File: config.mk
export PLATFORM = sky130hd
export DESIGN_NAME = ifm_input_function_mapper
export DESIGN_NICKNAME = d
export VERILOG_FILES = /design/src/hdl/ifm_input_function_mapper.v /design/src/hdl/ifm_input_tap.v
export VERILOG_INCLUDE_DIRS = /design/src /design/src/hdl
export SDC_FILE = /design/constraint.sdc
export NUM_CORES = 1
export LEC_CHECK = 0
export BUFFER_PORTS_ARGS = -buffer_cell sky130_fd_sc_hd__buf_2
export CORE_AREA = 2 2 61 68
export CTS_CLUSTER_SIZE = 40
export DETAILED_ROUTE_END_ITERATION = 12
export DIE_AREA = 0 0 63 70
export HOLD_SLACK_MARGIN = 0.15
export PLACE_DENSITY = 0.79
export SETUP_SLACK_MARGIN = 0.2
export SLEW_MARGIN = 20
export SYNTH_ARGS = -nofsm -noshare
export SYNTH_HDL_FRONTEND = slang
export SYNTH_SLANG_ARGS = --single-unit
File: constraint.sdc
create_clock -name sys_clk -period 2.6 [get_ports sys_clk]
set_input_delay 0.26 -clock sys_clk [delete_from_list [all_inputs] [get_ports sys_clk]]
set_output_delay 0.26 -clock sys_clk [all_outputs]
set_load 0.005 [all_outputs]
File: src/hdl/ifm_defs.vh
// Constants for the input function mapper
`ifndef IFM_DEFS_VH
`define IFM_DEFS_VH
`define IFM_NUM_IN        6
`define IFM_SEL_W         3
`define IFM_SEL_NONE      3'h0
`define IFM_SEL_MAX       3'h6
`define IFM_SEL_FIRST     3'h1
`define IFM_SEL_ENCODER   3'h1
`define IFM_SEL_INFEED    3'h2
`define IFM_POL_PLUS      1'b0
`define IFM_POL_MINUS     1'b1
`define IFM_PROD_W        2
`define IFM_PROD_1        2'h1
`define IFM_PROD_2        2'h2
`define IFM_PROD_3        2'h3
`define IFM_PROD_RST      2'h1
`define IFM_APP_CONVEYOR  2'h0
`define IFM_APP_GRAVITY   2'h1
`define IFM_APP_PIPELINE  2'h2
`endif

File: src/hdl/ifm_input_function_mapper.v
// Input function mapper: six connectors onto logical input functions
`timescale 1ns/10ps
`include "ifm_defs.vh"
//Contract
//- Six connectors; each function holds connector number 1-6 and plus/minus polarity, except the fixed encoder and the positive-only clear-all.
//- Speed encoder fixed on connector 1, positive polarity, never reassigned.
//- Plus polarity: high pin is true; minus polarity: low pin is true.
//- Connector number zero means unassigned and always evaluates false.
//- Two product-select lines choose among products 1-3; change stops and loads.
//- While keypad lockout is true, Go, Back and navigation buttons are ignored.
//- Reject suppression starts when its input becomes true, gravity feed only.
//- In-feed photo eye defaults to connector 2 in conveyor use; reassignable.
//- Reject-confirm-1 input verifies a commanded reject into bin 1.
//- Conveyor use monitors bin-full eye as early bin 1 full notice.
//- After a product-select change, switch products without delay.
//- Clear-all-errors is positive only; clears resettable errors, keeps system failures.
module ifm_input_function_mapper (
   sys_clk,
   rst,
   in_pins,
   app_mode,
   infeed_cfg_load,
   infeed_sel,
   infeed_pol,
   rconf_sel,
   rconf_pol,
   binfull_sel,
   binfull_pol,
   psel1_sel,
   psel1_pol,
   psel2_sel,
   psel2_pol,
   lock_sel,
   lock_pol,
   rsup_sel,
   rsup_pol,
   clr_sel,
   btn_go,
   btn_back,
   btn_nav,
   reject_cmd,
   encoder_reg,
   infeed_reg,
   binfull_reg,
   reject_ok_reg,
   reject_miss_reg,
   product_reg,
   product_load_reg,
   btn_go_reg,
   btn_back_reg,
   btn_nav_reg,
   lock_reg,
   rsup_start_reg,
   clr_errors_reg,
   infeed_sel_reg
);
   input  wire                    sys_clk;
   input  wire                    rst;
   input  wire [`IFM_NUM_IN-1:0]  in_pins;
   input  wire [1:0]              app_mode;
   input  wire                    infeed_cfg_load;
   input  wire [`IFM_SEL_W-1:0]   infeed_sel;
   input  wire                    infeed_pol;
   input  wire [`IFM_SEL_W-1:0]   rconf_sel;
   input  wire                    rconf_pol;
   input  wire [`IFM_SEL_W-1:0]   binfull_sel;
   input  wire                    binfull_pol;
   input  wire [`IFM_SEL_W-1:0]   psel1_sel;
   input  wire                    psel1_pol;
   input  wire [`IFM_SEL_W-1:0]   psel2_sel;
   input  wire                    psel2_pol;
   input  wire [`IFM_SEL_W-1:0]   lock_sel;
   input  wire                    lock_pol;
   input  wire [`IFM_SEL_W-1:0]   rsup_sel;
   input  wire                    rsup_pol;
   input  wire [`IFM_SEL_W-1:0]   clr_sel;
   input  wire                    btn_go;
   input  wire                    btn_back;
   input  wire [3:0]              btn_nav;
   input  wire                    reject_cmd;
   output reg                     encoder_reg;
   output reg                     infeed_reg;
   output reg                     binfull_reg;
   output reg                     reject_ok_reg;
   output reg                     reject_miss_reg;
   output reg  [`IFM_PROD_W-1:0]  product_reg;
   output reg                     product_load_reg;
   output reg                     btn_go_reg;
   output reg                     btn_back_reg;
   output reg  [3:0]              btn_nav_reg;
   output reg                     lock_reg;
   output reg                     rsup_start_reg;
   output reg                     clr_errors_reg;
   output reg  [`IFM_SEL_W-1:0]   infeed_sel_reg;

   wire                    conveyor;
   wire                    gravity;
   wire                    infeed_act;
   wire                    rconf_act;
   wire                    binfull_act;
   wire                    psel1_act;
   wire                    psel2_act;
   wire                    lock_act;
   wire                    rsup_act;
   wire                    clr_act;
   reg                     infeed_pol_reg;
   reg                     rsup_prev_reg;
   reg                     reject_wait_reg;
   reg  [`IFM_PROD_W-1:0]  product_next;

   // Application mode decode; pipeline enables neither feed path
   assign conveyor = (app_mode == `IFM_APP_CONVEYOR);
   assign gravity  = (app_mode == `IFM_APP_GRAVITY);

   // Product code from the two select lines; 00 holds the current product
   function [`IFM_PROD_W-1:0] prod_decode;
      input                   s1;
      input                   s2;
      input [`IFM_PROD_W-1:0] cur;
      begin
         case ({s1, s2})
            2'b10:   prod_decode = `IFM_PROD_1;
            2'b01:   prod_decode = `IFM_PROD_2;
            2'b11:   prod_decode = `IFM_PROD_3;
            default: prod_decode = cur;
         endcase
      end
   endfunction

   // One tap per assignable function
   ifm_input_tap u_infeed (
      .pins   (in_pins),
      .sel    (infeed_sel_reg),
      .pol    (infeed_pol_reg),
      .active (infeed_act)
   );
   ifm_input_tap u_rconf (
      .pins   (in_pins),
      .sel    (rconf_sel),
      .pol    (rconf_pol),
      .active (rconf_act)
   );
   ifm_input_tap u_binfull (
      .pins   (in_pins),
      .sel    (binfull_sel),
      .pol    (binfull_pol),
      .active (binfull_act)
   );
   ifm_input_tap u_psel1 (
      .pins   (in_pins),
      .sel    (psel1_sel),
      .pol    (psel1_pol),
      .active (psel1_act)
   );
   ifm_input_tap u_psel2 (
      .pins   (in_pins),
      .sel    (psel2_sel),
      .pol    (psel2_pol),
      .active (psel2_act)
   );
   ifm_input_tap u_lock (
      .pins   (in_pins),
      .sel    (lock_sel),
      .pol    (lock_pol),
      .active (lock_act)
   );
   ifm_input_tap u_rsup (
      .pins   (in_pins),
      .sel    (rsup_sel),
      .pol    (rsup_pol),
      .active (rsup_act)
   );
   // Clear-all has no polarity choice; the tap is pinned to plus
   ifm_input_tap u_clr (
      .pins   (in_pins),
      .sel    (clr_sel),
      .pol    (`IFM_POL_PLUS),
      .active (clr_act)
   );

   // Next product straight from the live select taps
   always @* begin
      product_next = prod_decode(psel1_act, psel2_act, product_reg);
   end

   // In-feed assignment: defaults to connector 2, software may move it
   always @(posedge sys_clk) begin
      if (rst) begin
         infeed_sel_reg <= `IFM_SEL_INFEED;
         infeed_pol_reg <= `IFM_POL_PLUS;
      end else if (infeed_cfg_load) begin
         infeed_sel_reg <= infeed_sel;
         infeed_pol_reg <= infeed_pol;
      end
   end

   // Mapped function outputs
   always @(posedge sys_clk) begin
      if (rst) begin
         encoder_reg    <= 1'b0;
         infeed_reg     <= 1'b0;
         binfull_reg    <= 1'b0;
         lock_reg       <= 1'b0;
         clr_errors_reg <= 1'b0;
      end else begin
         // Encoder is hard wired; no select or polarity port exists for it
         encoder_reg    <= in_pins[`IFM_SEL_ENCODER - `IFM_SEL_FIRST];
         infeed_reg     <= conveyor & infeed_act;
         binfull_reg    <= conveyor & binfull_act;
         lock_reg       <= lock_act;
         clr_errors_reg <= clr_act;
      end
   end

   // Product select: same-cycle decode so a change loads at once
   always @(posedge sys_clk) begin
      if (rst) begin
         product_reg      <= `IFM_PROD_RST;
         product_load_reg <= 1'b0;
      end else begin
         product_reg      <= product_next;
         product_load_reg <= (product_next != product_reg);
      end
   end

   // Front-panel gate; held keys are masked, not queued
   always @(posedge sys_clk) begin
      if (rst) begin
         btn_go_reg   <= 1'b0;
         btn_back_reg <= 1'b0;
         btn_nav_reg  <= 4'h0;
      end else begin
         btn_go_reg   <= btn_go & ~lock_act;
         btn_back_reg <= btn_back & ~lock_act;
         btn_nav_reg  <= btn_nav & {4{~lock_act}};
      end
   end

   // Suppression start on rising edge, gravity feed only
   always @(posedge sys_clk) begin
      if (rst) begin
         rsup_prev_reg  <= 1'b0;
         rsup_start_reg <= 1'b0;
      end else begin
         rsup_prev_reg  <= rsup_act;
         rsup_start_reg <= gravity & rsup_act & ~rsup_prev_reg;
      end
   end

   // Reject verify: a command waits for the confirm eye, next command closes it
   always @(posedge sys_clk) begin
      if (rst) begin
         reject_wait_reg <= 1'b0;
         reject_ok_reg   <= 1'b0;
         reject_miss_reg <= 1'b0;
      end else begin
         reject_ok_reg   <= 1'b0;
         reject_miss_reg <= 1'b0;
         if (reject_wait_reg && rconf_act) begin
            reject_ok_reg   <= 1'b1;
            reject_wait_reg <= reject_cmd;
         end else if (reject_cmd) begin
            // A new command before confirmation means the old one missed
            reject_miss_reg <= reject_wait_reg;
            reject_wait_reg <= 1'b1;
         end
      end
   end
endmodule // ifm_input_function_mapper

File: src/hdl/ifm_input_tap.v
// One logical input: connector select plus polarity
`timescale 1ns/10ps
`include "ifm_defs.vh"
module ifm_input_tap (
   pins,
   sel,
   pol,
   active
);
   input  wire [`IFM_NUM_IN-1:0] pins;
   input  wire [`IFM_SEL_W-1:0]  sel;
   input  wire                   pol;
   output reg                    active;

   // Zero or out of range means unassigned and reads false
   always @* begin
      if ((sel == `IFM_SEL_NONE) || (sel > `IFM_SEL_MAX)) begin
         active = 1'b0;
      end else begin
         active = pins[sel - `IFM_SEL_FIRST] ^ pol;
      end
   end
endmodule // ifm_input_tap

# Word level (Yosys, flattened, before mapping)
# Cells that the tools add are included.
dict set report classes {
  n_eq_ne 5
  n_shift 0
  div_mod_pow 0
  n_mul 0
  bitwise_logic 17
  mux 27
  n_addsub 8
  n_lt_le_gt_ge 16
  reduce_logical 21
}
# cell n
set ops {}
lappend ops {{$lt A3 B4 Y1 const B} 8}
lappend ops {{$bmux W1 S3} 8}
lappend ops {{$gt A3 B3 Y1 const B} 8}
lappend ops {{$logic_not A3 Y1} 8}
lappend ops {{$sub A3 B1 Y3 const B} 8}
lappend ops {{$mux W1} 18}
lappend ops {{$logic_or A1 B1 Y1} 8}
lappend ops {{$xor A1 B1 Y1} 7}
lappend ops {{$and A1 B1 Y1} 6}
lappend ops {{$pmux W2 S3} 1}
lappend ops {{$and A4 B4 Y4} 1}
lappend ops {{$eq A2 B1 Y1 const B} 2}
lappend ops {{$eq A2 B2 Y1 const B} 2}
lappend ops {{$not A1 Y1} 3}
lappend ops {{$reduce_or A3 Y1} 1}
lappend ops {{$logic_not A2 Y1} 1}
lappend ops {{$ne A2 B2 Y1} 1}
lappend ops {{$reduce_bool A2 Y1} 1}
lappend ops {{$reduce_or A2 Y1} 1}
lappend ops {{$logic_and A1 B1 Y1} 1}
dict set report totals {
  mem_count 0
  mem_bits_rw 0
  latch_bits 0
  wordCells 111
  output_inout_bits 20
  inputBits 49
  mem_bits_ro 0
  register_bits 23
}

# Longest topological paths before layout
# Gate-level depths: netlist (run 1).
dict set report logic_depth {
  ltp_word 8
  mapped_depth 7
}

# Modules after synthesis
# Synthesis (run 1) repeated with hierarchy kept, for this count alone.
dict set report unflattened {
  cells_unflattened 187
  area_unflattened_um2 1951.9
}
# mod cells_each area_per_inst_um2 n_inst
set modules_own_cells {}
lappend modules_own_cells {ifm_input_tap 15 152.6 8}
lappend modules_own_cells {ifm_input_function_mapper 67 730.7 1}

# Worst setup path after synthesis (run 1)
# OpenSTA, ideal clock, no wires.
dict set report synth_path {
  path_type {input port to flip-flop}
  from {input psel1_sel[0]}
  to {register product_load_reg}
  t_arrival_ns 1.675
  slack_ns 0.810
  setup_ns 0.114
  cell_stages 7
  path_cell_list {inv_1 ha_1 mux4_2 and2_4 o21a_4 o31ai_4 a2bb2o_4}
}
dict set report synth_via {
  elab_chain_len 8
}
# element line
set synth_lines {}
lappend synth_lines {{from (decl)} ifm_input_function_mapper.v:68} ;# input wire [`IFM_SEL_W-1:0] psel1_sel;
lappend synth_lines {{$sub A3 B1 Y3 (no line)} -}
lappend synth_lines {{$bmux W1 S3} ifm_input_tap.v:20} ;# active = pins[sel - `IFM_SEL_FIRST] ^ pol;
lappend synth_lines {{$mux W1} ifm_input_tap.v:20}
lappend synth_lines {{$xor A1 B1 Y1} ifm_input_tap.v:20}
lappend synth_lines {{$mux W1 *} ifm_input_tap.v:17} ;# if ((sel == `IFM_SEL_NONE) || (sel > `IFM_SEL_MAX)) begin
lappend synth_lines {{$eq A2 B2 Y1 or $eq A2 B1 Y1 (tied branches)} ifm_input_function_mapper.v:121} ;# case ({s1, s2})
lappend synth_lines {{$pmux W2 S3 *} ifm_input_function_mapper.v:121}
lappend synth_lines {{$ne A2 B2 Y1 *} ifm_input_function_mapper.v:222} ;# product_load_reg <= (product_next != product_reg);
lappend synth_lines {{to (signal assigned)} ifm_input_function_mapper.v:222}
lappend synth_lines {{to (decl)} ifm_input_function_mapper.v:87} ;# output reg product_load_reg;
# Every way passes the cells marked *; elsewhere a longest branch is shown, timed or not. The select of a mux whose other input is x is not followed.
# A chain may end at the register's enable or synchronous reset.

# Worst setup path in the final report (run 1)
dict set report layout_path {
  from {input psel1_sel[0]}
  to {register product_reg[0]}
}
dict set report layout_via {
  elab_chain_len 7
}
# element line
set layout_lines {}
lappend layout_lines {{$sub A3 B1 Y3 (no line)} -}
lappend layout_lines {{$bmux W1 S3} ifm_input_tap.v:20}
lappend layout_lines {{$mux W1} ifm_input_tap.v:20}
lappend layout_lines {{$xor A1 B1 Y1} ifm_input_tap.v:20}
lappend layout_lines {{$mux W1 *} ifm_input_tap.v:17}
lappend layout_lines {{$eq A2 B2 Y1 or $eq A2 B1 Y1 (tied branches)} ifm_input_function_mapper.v:121}
lappend layout_lines {{$pmux W2 S3 *} ifm_input_function_mapper.v:121}
lappend layout_lines {{to (signal assigned)} ifm_input_function_mapper.v:218} ;# product_reg <= `IFM_PROD_RST;
lappend layout_lines {{to (signal assigned)} ifm_input_function_mapper.v:221} ;# product_reg <= product_next;
lappend layout_lines {{to (decl)} ifm_input_function_mapper.v:86} ;# output reg [`IFM_PROD_W-1:0] product_reg;
# Marks and branches as above.

==> qor.yml, run 1 <==
critical_path:
  startpoint: "psel1_sel[0]"
  reg2reg_depth: 6
  crit_family: "simple AND/OR/NAND/NOR gates"
  worst_r2r_startpoint: "infeed_sel_reg[0]"
  path_depth: 8
  cp_data_required_time_ns: 2.76
  path_cells: "buf_2, inv_1, ha_1, mux4_2, and2_4, nor3_2, nor3_1, a211o_1"
  r2r_end: "infeed_reg"
  critPathSlowestCell: "ha_1"
  slowest_delay_ns: 0.32
  rrSetupSlack_ns: 0.90
  worst_setup_path_start_kind: "input pin"
  critPathMaxFanout: 3
  path_buf_inv: 2
  path_class: "in -> reg"
  end_kind: "register"
  cp-endpoint: "product_reg[0]"
  cp_data_arrival_time_ns: 1.89
finish:
  nets: 325
  largest_register_ffs: 4
  fin_util_pct: 58.8
  stdcell_count: 303
  drive_gt1_share_pct: 36.3
  antennaDiodeCount: 0
  syn2layout_area_growth_pct: 24.4
detailed_routing:
  wirelength_um: 3680
  drt_iter0_drc: 79
  drtAntennaViolNets: 0
  first_pass_iters: 4
  wire_per_inst_um: 12.1
  num_vias: 1528
  viasPerCell: 5.04
  drc: 0
logic_synthesis:
  synth_cells: 182
  synth_nets: 255
  ys_types: 40
  synth_area_leaders: "dfxtp_1 26%, ha_1 17%, mux4_2 7.5%"
  netlist_area_sq_mm: 0.00180
  synth_edf_count: 0
  synth-seq-area-share_pct: 25.6
  yosysMostFrequentCell: "ha_1"
  yosys-top-cells-count: "24 x ha_1, 23 x dfxtp_1, 19 x inv_1, 12 x nor3b_1"
  synthDominantCellAreaShare_pct: 25.6
  ys.flop_type: "dfxtp_1"
  synth_top_cell_by_area: "dfxtp_1"
  synth_area_per_cell_sq_um: 9.90
  ys_ff_latch: 23
  yosys_warnings: 0
  async_flop_share_pct: 0
floorplan:
  initial_core_util_pct: 47.2
  die-width_um: 63
  die_area_sq_mm: 0.00441
  io_pins: 69
  coreArea_sq_mm: 0.00381
  die-height_um: 70
  rows: 24
placement:
  place_ws_ns: 0.572
  gp_congestion: 0.749
  io_buffers: 68
  place_inst: 299
  place_hpwl_um: 2950
sta:
  period_needed_ns: 1.73
  setup_violations: 0
  post-route-period-util_pct: 66.7
  fin_skew_ns: 0.00106
  fmax_mhz: 577
  worst_pin_slew_ns: 0.434
  relSlewSlack_pct: 71.0
  finalSetupTns_ns: 0
  fin_ws_ns: 0.865
  slew_viol_final: 0
  grt_setup_unrepaired: "false"
  hold_violations: 0
power:
  powerDensity_mw_per_mm2: 404
  power_frac_comb_pct: 32.7
  internal-power_uw: 641
  seqPwrFrac_pct: 43.1
  p_leak_nw: 1.12
  clkPwrFrac_pct: 24.2
  p_sw_share_pct: 29.2
  p_sw_uw: 264
  peakVddDrop_mv: 0.176
clocking:
  holdBufCountCts: 0
  cts_resized: 0
  clkTransAtPathRegs_ns: 0.08
  cts_max_path_buffers: 2
  cts_tree: "yes"
  cts_sinks: 23
  clock_latency_ns: 0.26
  cts_buffers: 3
  htreeDepth: 1
  cts_root_buffer: "clkbuf_8"
  postCtsSetupRepairBufs: 0
grt:
  grt_pass1_vias: 1457
  globalRoute.totalOverflow: 0
  antenna_found_initial: 0
  grt_max_degree: 21
  grt_first_pass_wirelength_um: 6210
  grtUsageTotal_pct: 17.5
min_path:
  min_path_type: "in -> reg"
run:
  cap_violations: 0
status:
  status: "complete, no violations"
## worst min-delay path: cells and delay by family
kind,cells,cell delay [ns]
buffers and inverters,1,0.07
AO/OA/AOI/OAI,1,0.06
AND/OR/NAND/NOR,1,0.04
## how the worst min path moves through the flow
stage / from / endpoint / slack, ns / depth (start not counted)
floorplan: in_pins[0] / encoder_reg / 0.39 / 1
global placement: reject_wait_reg / reject_miss_reg / 0.44 / 2
detailed placement: reject_wait_reg / reject_miss_reg / 0.45 / 2
CTS: infeed_sel[1] / infeed_sel_reg[1] / 0.21 / 3
global route: infeed_sel[1] / infeed_sel_reg[1] / 0.21 / 3
finish: infeed_sel[1] / infeed_sel_reg[1] / 0.21 / 3
## routing by layer
metal	up-vias	part of all wire (%)	GRT usage [%]
met5	-	0	0
met4	0	1.3	6.67
met3	4	4.8	1.77
met1	699	43	21.3
met2	42	51	31.4
li1	783	-	-
## stage by stage
stage	hold slack, ns	instance area, sq um	power, mW
2_1_floorplan	0.388	1800	0.591
3_3_place_gp	0.439	2200	0.689
3_5_place_dp	0.445	2200	0.697
4_1_cts	0.208	2240	0.914
5_1_grt	0.215	2240	0.964
6_report	0.212	2240	0.905
## placed cells by master (no fill, tap or decap), types with 5 or more instances in the layout
cell      n
buf_2    68
dfxtp_1  23
ha_1     24
inv_1    19
mux2i_1  10
mux4_2    6
nor2_1   10
nor2b_1   5
nor3b_1  12
o21ai_0   9
xnor2_1   7
## cell type report
| class | count | area [sq um] |
|---|---|---|
| clock buffers | 4 | 45.0 |
| fillers | 368 | 1570 |
| inverters | 20 | 75.1 |
| multi-input cells | 136 | 1250 |
| flip-flops and latches | 23 | 460 |
| well taps | 52 | 65.1 |
| repair buffers | 68 | 340 |
## power groups by stage
stage                     Clock (mW)  Sequential [mW]  Combinational, mW
after CTS                      0.224            0.390              0.300
after global routing           0.239            0.393              0.332
final                          0.219            0.390              0.296
after floorplan                    0            0.400              0.191
after detailed placement           0            0.398              0.298
after global placement             0            0.399              0.290
## cells by family (layout without fill, tap and decap cells)
group,count (synthesis),in the layout,share of synthesized area (%)
xor+xnor,11,11,5.35
buf+inv,23,92,4.79
mux,19,19,16.6
flops,23,23,25.6
compound gates,31,31,12.8
simple gates,51,51,18.2
fa+ha+maj,24,24,16.7
Power figures use the tool's default switching activity.
==> inputs of run 2 (changes only) <==
--- a/config.mk
+++ b/config.mk
@@ -7,12 +7,12 @@
 export NUM_CORES = 1
 export LEC_CHECK = 0
 export BUFFER_PORTS_ARGS = -buffer_cell sky130_fd_sc_hd__buf_2
-export CORE_AREA = 2 2 61 68
+export CORE_AREA = 2 2 61 69
 export CTS_CLUSTER_SIZE = 40
 export DETAILED_ROUTE_END_ITERATION = 12
-export DIE_AREA = 0 0 63 70
+export DIE_AREA = 0 0 63 71
 export HOLD_SLACK_MARGIN = 0.15
-export PLACE_DENSITY = 0.79
+export PLACE_DENSITY = 0.78
 export SETUP_SLACK_MARGIN = 0.2
 export SLEW_MARGIN = 20
 export SYNTH_ARGS = -nofsm -noshare
==> constraint.sdc (replaced) <==
create_clock -name sys_clk -period 1.81 [get_ports sys_clk]
set_input_delay 0.181 -clock sys_clk [delete_from_list [all_inputs] [get_ports sys_clk]]
set_output_delay 0.181 -clock sys_clk [all_outputs]
set_load 0.005 [all_outputs]
==> qor.yml, run 2 (same netlist as run 1, synthesis figures left out) <==
floorplan:
  die_area_sq_mm: 0.00447  # was 0.00441 sq mm
  die-height_um: 71  # was 70 um
  initial_core_util_pct: 47.2  # unchanged
  rows: 24  # unchanged
  io_pins: 69  # unchanged
  coreArea_sq_mm: 0.00381  # unchanged
  die-width_um: 63  # unchanged
finish:
  antennaDiodeCount: 0  # unchanged
  nFillCells: 328  # was 368
  layout_commonest_cell: "buf_2"  # unchanged
  ff_latch_area_sq_um: 462  # was 460 sq um
  multi_input_area_sq_mm: 0.00137  # was 0.00125 sq mm
  stdcell_count: 312  # was 303
  final_cell_mix: "66 x buf_2, 22 x dfxtp_1, 20 x ha_1, 14 x inv_1"  # was 68 x buf_2, 24 x ha_1, 23 x dfxtp_1, 19 x inv_1, 12 x nor3b_1
  drive_gt1_share_pct: 45.8  # was 36.3%
  nets: 334  # was 325
  largest_register_ffs: 4  # unchanged
  syn2layout_area_growth_pct: 36.0  # was 24.4%
placement:
  io_buffers: 68  # unchanged
  gp_congestion: 0.781  # was 0.749
  place_inst: 307  # was 299
  place_hpwl_um: 3020  # was 2950 um
  place_ws_ns: -0.0941  # was 0.572 ns
sta:
  period_needed_ns: 1.56
  fin_skew_ns: 0.00178  # was 0.00106 ns
  slew_viol_final: 0  # unchanged
  grt_setup_unrepaired: "true"  # was false
  setup_violations: 0  # unchanged
  fin_ws_ns: 0.253  # was 0.865 ns
  post-route-period-util_pct: 86.0
  fmax_mhz: 642
  finalSetupTns_ns: 0  # unchanged
  hold_violations: 0  # unchanged
  worst_pin_slew_ns: 0.381  # was 0.434 ns
  relSlewSlack_pct: 74.6  # was 71.0%
power:
  peakVddDrop_mv: 0.262  # was 0.176 mV
  p_total_mw: 1.36  # was 905 uW
  powerDensity_mw_per_mm2: 555  # was 404 mW/mm^2
  p_leak_nw: 1.18  # was 1.12 nW
critical_path:
  cp_data_required_time_ns: 1.97  # was 2.76 ns
  path_buf_inv: 2  # unchanged
  end_kind: "register"  # unchanged
  slowest_delay_ns: 0.27  # was 0.32 ns
  crit_family: "compound AO/OA/AOI/OAI gates"  # was simple AND/OR/NAND/NOR gates
  cp_data_arrival_time_ns: 1.71  # was 1.89 ns
  path_cells: "buf_2, inv_2, ha_4, mux4_2, and2_4, o21a_4, o31ai_4, a2bb2o_4"  # was buf_2, inv_1, ha_1, mux4_2, and2_4, nor3_2, nor3_1, a211o_1
  critPathSlowestCell: "mux4_2"  # was ha_1
  worst_setup_path_start_kind: "input pin"  # unchanged
  critPathMaxFanout: 3  # unchanged
  path_class: "in -> reg"  # unchanged
detailed_routing:
  first_pass_iters: 4  # unchanged
  drc: 0  # unchanged
  viasPerCell: 5.02  # was 5.04
  wire_per_inst_um: 12.2  # was 12.1 um
  drt_iter0_drc: 57  # was 79
  num_vias: 1567  # was 1528
  wirelength_um: 3800  # was 3680 um
  drtAntennaViolNets: 0  # unchanged
grt:
  grt_first_pass_wirelength_um: 6380  # was 6210 um
  globalRoute.totalOverflow: 0  # unchanged
  antenna_found_initial: 0  # unchanged
  grt_max_degree: 21  # unchanged
  grt_pass1_vias: 1584  # was 1457
  grtUsageTotal_pct: 17.4  # was 17.5%
clocking:
  cts_buffers: 3  # unchanged
  cts_tree: "yes"  # unchanged
  cts_max_path_buffers: 2  # unchanged
  cts_sinks: 23  # unchanged
  htreeDepth: 1  # unchanged
  clock_latency_ns: 0.25  # was 0.26 ns
  clkTransAtPathRegs_ns: 0.08  # about the same
  cts_root_buffer: "clkbuf_8"  # unchanged
status:
  status: "complete, no violations"  # unchanged
run:
  cap_violations: 0  # unchanged
min_path:
  min_path_type: "in -> reg"  # unchanged
[run 2: changes by cell type in the layout (fill, tap and decap cells not counted), moves of 3 or more]
cell | before | now
buf_4 | 0 | 9
inv_1 | 19 | 14
ha_1 | 24 | 20
ha_4 | 0 | 4
inv_2 | 1 | 4
[run 2: metal layers]
layer	track usage (%)	part of all wire (%)	vias up
met5	0	0	-
met4	4.44	0.84	0
met3	2.23	5.8	2
met2	34.2	53	51
met1	19.5	40	712
li1	-	-	802
[run 2: what timing repair did]
action	in CTS	in global routing
setup buffers	0	0
hold endpoints to repair	1	0
hold buffers	1	0
pin swaps	0	5
setup endpoints to repair	1	11
resized for setup	1	14
[run 2: area by class of cell]
type / instances / area share (%)
multi-input cells: 136 / 55.7
flip-flops and latches: 23 / 18.8
repair buffers: 77 / 17.1
inverters: 20 / 3.78
well taps: 52 / 2.66
clock buffers: 3 / 1.69
clock inverters: 1 / 0.204
[run 2: worst paths after layout]
path | start | endpoint | slack [ns] | cells after the start
min reg2reg | reject_wait_reg | reject_miss_reg | 0.46 | 2
min | infeed_sel[2] | infeed_sel_reg[2] | 0.16 | 3
max reg2reg | infeed_sel_reg[1] | infeed_reg | 0.28 | 6
max | psel1_sel[0] | product_load_reg | 0.25 | 8
[run 2: through the flow]
| stage | hold slack, ns | area (sq um) | utilization, % |
|---|---|---|---|
| 6_report | 0.163 | 2450 | 64.2 |
| 5_1_grt | 0.164 | 2450 | 64.2 |
| 4_1_cts | 0.156 | 2380 | 62.4 |
| 3_5_place_dp | 0.410 | 2320 | 60.8 |
| 3_3_place_gp | 0.405 | 2320 | 60.8 |
| 2_1_floorplan | 0.309 | 1870 | - |
[run 2: worst register-to-register path, delay by kind of cell, from the launching register on]
family | cells | cell delay [ns]
compound gates | 1 | 0.15
xor+xnor | 1 | 0.19
fa+ha+maj | 1 | 0.29
buf+inv | 1 | 0.09
flops | 1 | 0.35
mux | 1 | 0.29
simple gates | 1 | 0.06
[run 2: power breakdown]
group / switching, mW / total [mW] / internal (mW)
clock: 0.156 / 0.309 / 0.153
sequential: 0.0171 / 0.560 / 0.543
combinational: 0.231 / 0.491 / 0.260
total: 0.404 / 1.36 / 0.956
==> inputs of run 3 (changes only) <==
--- a/config.mk
+++ b/config.mk
@@ -6,6 +6,7 @@
 export SDC_FILE = /design/constraint.sdc
 export NUM_CORES = 1
 export LEC_CHECK = 0
+export ABC_AREA = 1
 export BUFFER_PORTS_ARGS = -buffer_cell sky130_fd_sc_hd__buf_2
 export CORE_AREA = 2 2 61 69
 export CTS_CLUSTER_SIZE = 40
==> qor.yml, run 3 <==
power:
  powerDensity_mw_per_mm2: 563  # was 555 mW/mm^2
  p_total_mw: 1.33  # was 1.36 mW
  peakVddDrop_mv: 0.274  # was 0.262 mV
  p_leak_nw: 1.30  # was 1.18 nW
sta:
  finalSetupTns_ns: 0  # unchanged
  fin_ws_ns: 0.356  # was 0.253 ns
  period_needed_ns: 1.45  # was 1.56 ns
  worst_pin_slew_ns: 0.316  # was 0.381 ns
  slew_viol_final: 0  # unchanged
  fmax_mhz: 688  # was 642 MHz
  setup_violations: 0  # unchanged
  fin_skew_ns: 0.000689  # was 0.00178 ns
  hold_violations: 0  # unchanged
  grt_setup_unrepaired: "false"  # was true
  relSlewSlack_pct: 78.9  # was 74.6%
  post-route-period-util_pct: 80.3  # was 86.0%
logic_synthesis:
  ys_ff_latch: 23  # unchanged
  yosys-top-cells-count: "46 x nand2_1, 41 x inv_1, 35 x o21ai_0, 24 x ha_1, 23 x dfxtp_1"  # was 24 x ha_1, 23 x dfxtp_1, 19 x inv_1, 12 x nor3b_1
  synth_top_cell_by_area: "dfxtp_1"  # unchanged
  synth_cells: 261  # was 182
  synth_edf_count: 0  # unchanged
  yosys_warnings: 0  # unchanged
  synth_area_leaders: "dfxtp_1 26%, ha_1 17%, o21ai_0 9.8%"  # was dfxtp_1 26%, ha_1 17%, mux4_2 7.5%
  ys.flop_type: "dfxtp_1"  # unchanged
  ys_types: 26  # was 40
  yosysMostFrequentCell: "nand2_1"  # was ha_1
  synth-seq-area-share_pct: 25.8  # was 25.6%
  synth_area_per_cell_sq_um: 6.83  # was 9.90 sq um
  synthDominantCellAreaShare_pct: 25.8  # was 25.6%
  netlist_area_sq_mm: 0.00178  # was 0.00180 sq mm
  async_flop_share_pct: 0  # unchanged
  synth_nets: 334  # was 255
min_path:
  holdCritStartpoint: "app_mode[0]"  # was infeed_sel[2]
  min_path_type: "in -> reg"  # unchanged
finish:
  drive_gt1_share_pct: 24.5  # was 45.8%
  largest_register_ffs: 4  # unchanged
  nets: 417  # was 334
  antennaDiodeCount: 0  # unchanged
  fin_area_sq_mm: 0.00236  # was 0.00245 sq mm
  fin_util_pct: 61.8  # was 64.2%
  final_cell_mix: "68 x buf_2, 46 x nand2_1, 40 x inv_1, 35 x o21ai_0, 23 x ha_1"  # was 66 x buf_2, 22 x dfxtp_1, 20 x ha_1, 14 x inv_1
  syn2layout_area_growth_pct: 32.3  # was 36.0%
  layout_commonest_cell: "buf_2"  # unchanged
detailed_routing:
  wirelength_um: 4170  # was 3800 um
  first_pass_iters: 4  # unchanged
  drtAntennaViolNets: 0  # unchanged
  drt_iter0_drc: 83  # was 57
  drc: 0  # unchanged
  viasPerCell: 4.76  # was 5.02
  num_vias: 1882  # was 1567
  wire_per_inst_um: 10.5  # was 12.2 um
clocking:
  cts_tree: "yes"  # unchanged
  cts_buffers: 3  # unchanged
  cts_max_path_buffers: 2  # unchanged
  clkTransAtPathRegs_ns: 0.08  # about the same
  clock_latency_ns: 0.26  # was 0.25 ns
  htreeDepth: 1  # unchanged
  cts_sinks: 23  # unchanged
  cts_root_buffer: "clkbuf_8"  # unchanged
grt:
  grt_first_pass_wirelength_um: 7200  # was 6380 um
  antenna_found_initial: 0  # unchanged
  grt_max_degree: 14  # was 21
  grtUsageTotal_pct: 19.4  # was 17.4%
  grt_pass1_vias: 1693  # was 1584
  globalRoute.totalOverflow: 0  # unchanged
floorplan:
  initial_core_util_pct: 46.7  # was 47.2%
  rows: 24  # unchanged
  die_area_sq_mm: 0.00447  # unchanged
  coreArea_sq_mm: 0.00381  # unchanged
  die-height_um: 71  # unchanged
  die-width_um: 63  # unchanged
  io_pins: 69  # unchanged
critical_path:
  worst_setup_path_start_kind: "register"  # was input pin
  path_buf_inv: 1  # was 2
  cp_data_arrival_time_ns: 1.62  # was 1.71 ns
  critPathSlowestCell: "dfxtp_2"  # was mux4_2
  crit_family: "compound AO/OA/AOI/OAI gates"  # unchanged
  startpoint: "infeed_sel_reg[1]"  # was psel1_sel[0]
  path_class: "reg -> reg"  # was in -> reg
  cp_data_required_time_ns: 1.97  # about the same
  worst_r2r_startpoint: "infeed_sel_reg[1]"  # unchanged
  critPathMaxFanout: 4  # was 3
  path_cells: "inv_1, ha_4, a21oi_1, o21ai_0, o21ai_0, a21oi_1, xor2_1, nor2_1"  # was buf_2, inv_2, ha_4, mux4_2, and2_4, o21a_4, o31ai_4, a2bb2o_4
  slowest_delay_ns: 0.35  # was 0.27 ns
  end_kind: "register"  # unchanged
placement:
  io_buffers: 68  # unchanged
  place_ws_ns: 0.181  # was -0.0941 ns
  postPlaceCellArea_sq_mm: 0.00218  # was 0.00232 sq mm
  gp_congestion: 0.782  # was 0.781
  place_hpwl_um: 3290  # was 3020 um
status:
  status: "complete, no violations"  # unchanged
run:
  cap_violations: 0  # unchanged
[run 3: final timing paths]
| kind | end | slack [ns] | cells after the start |
|---|---|---|---|
| min reg2reg | reject_ok_reg | 0.45 | 2 |
| max reg2reg | infeed_reg | 0.36 | 8 |
| min | rsup_start_reg | 0.16 | 3 |
| max | infeed_reg | 0.36 | 8 |
[run 3: metal layers]
| layer | GRT usage (%) | vias up | wire [um] |
|---|---|---|---|
| met3 | 2.54 | 7 | 295 |
| met4 | 6.42 | 0 | 59 |
| met5 | 0 | - | 0 |
| met2 | 34.5 | 60 | 2030 |
| li1 | - | 1005 | - |
| met1 | 24.2 | 810 | 1780 |
[run 3: repair_timing]
action,CTS,global route
hold buffers,10,1
endpoints found under the setup margin,1,1
pin swaps,0,2
gates resized for setup,1,4
hold endpoints to repair,10,1
setup buffers,0,1
[run 3: per-stage QoR]
step,std cells,hold slack [ns]
5_1_grt,395,0.162
6_report,395,0.161
3_3_place_gp,379,0.398
4_1_cts,393,0.155
3_5_place_dp,379,0.400
2_1_floorplan,261,0.293
[run 3: final cells by class]
class | count | area, sq um
Timing Repair Buffer | 80 | 458
Clock inverter | 1 | 5.00
Multi-Input combinational cell | 193 | 1160
Clock buffer | 3 | 41.3
Sequential cell | 23 | 465
Tap cell | 52 | 65.1
Inverter | 43 | 161
Fill cell | 349 | 1460
[run 3: kinds of logic (layout without fill, tap and decap cells)]
group,count (synthesis),in the layout,share of synthesized area [%]
buffers and inverters,45,127,9.69
AO/OA/AOI/OAI,60,60,17.7
XOR/XNOR,11,11,5.41
AND/OR/NAND/NOR,98,98,24.5
flip-flops,23,23,25.8
adder cells (fa/ha/maj),24,24,16.9
[run 3: worst register-to-register path, cell delays in order (launching register included)]
cell     delay [ns]
dfxtp_2        0.35
inv_1          0.09
ha_4           0.28
a21oi_1        0.03
o21ai_0        0.07
o21ai_0        0.09
a21oi_1        0.19
xor2_1         0.19
nor2_1         0.05
[run 3: where the power goes]
part | internal, mW | switching (mW)
logic | 0.202 | 0.245
registers | 0.544 | 0.0162
clock network | 0.154 | 0.166
total | 0.899 | 0.427
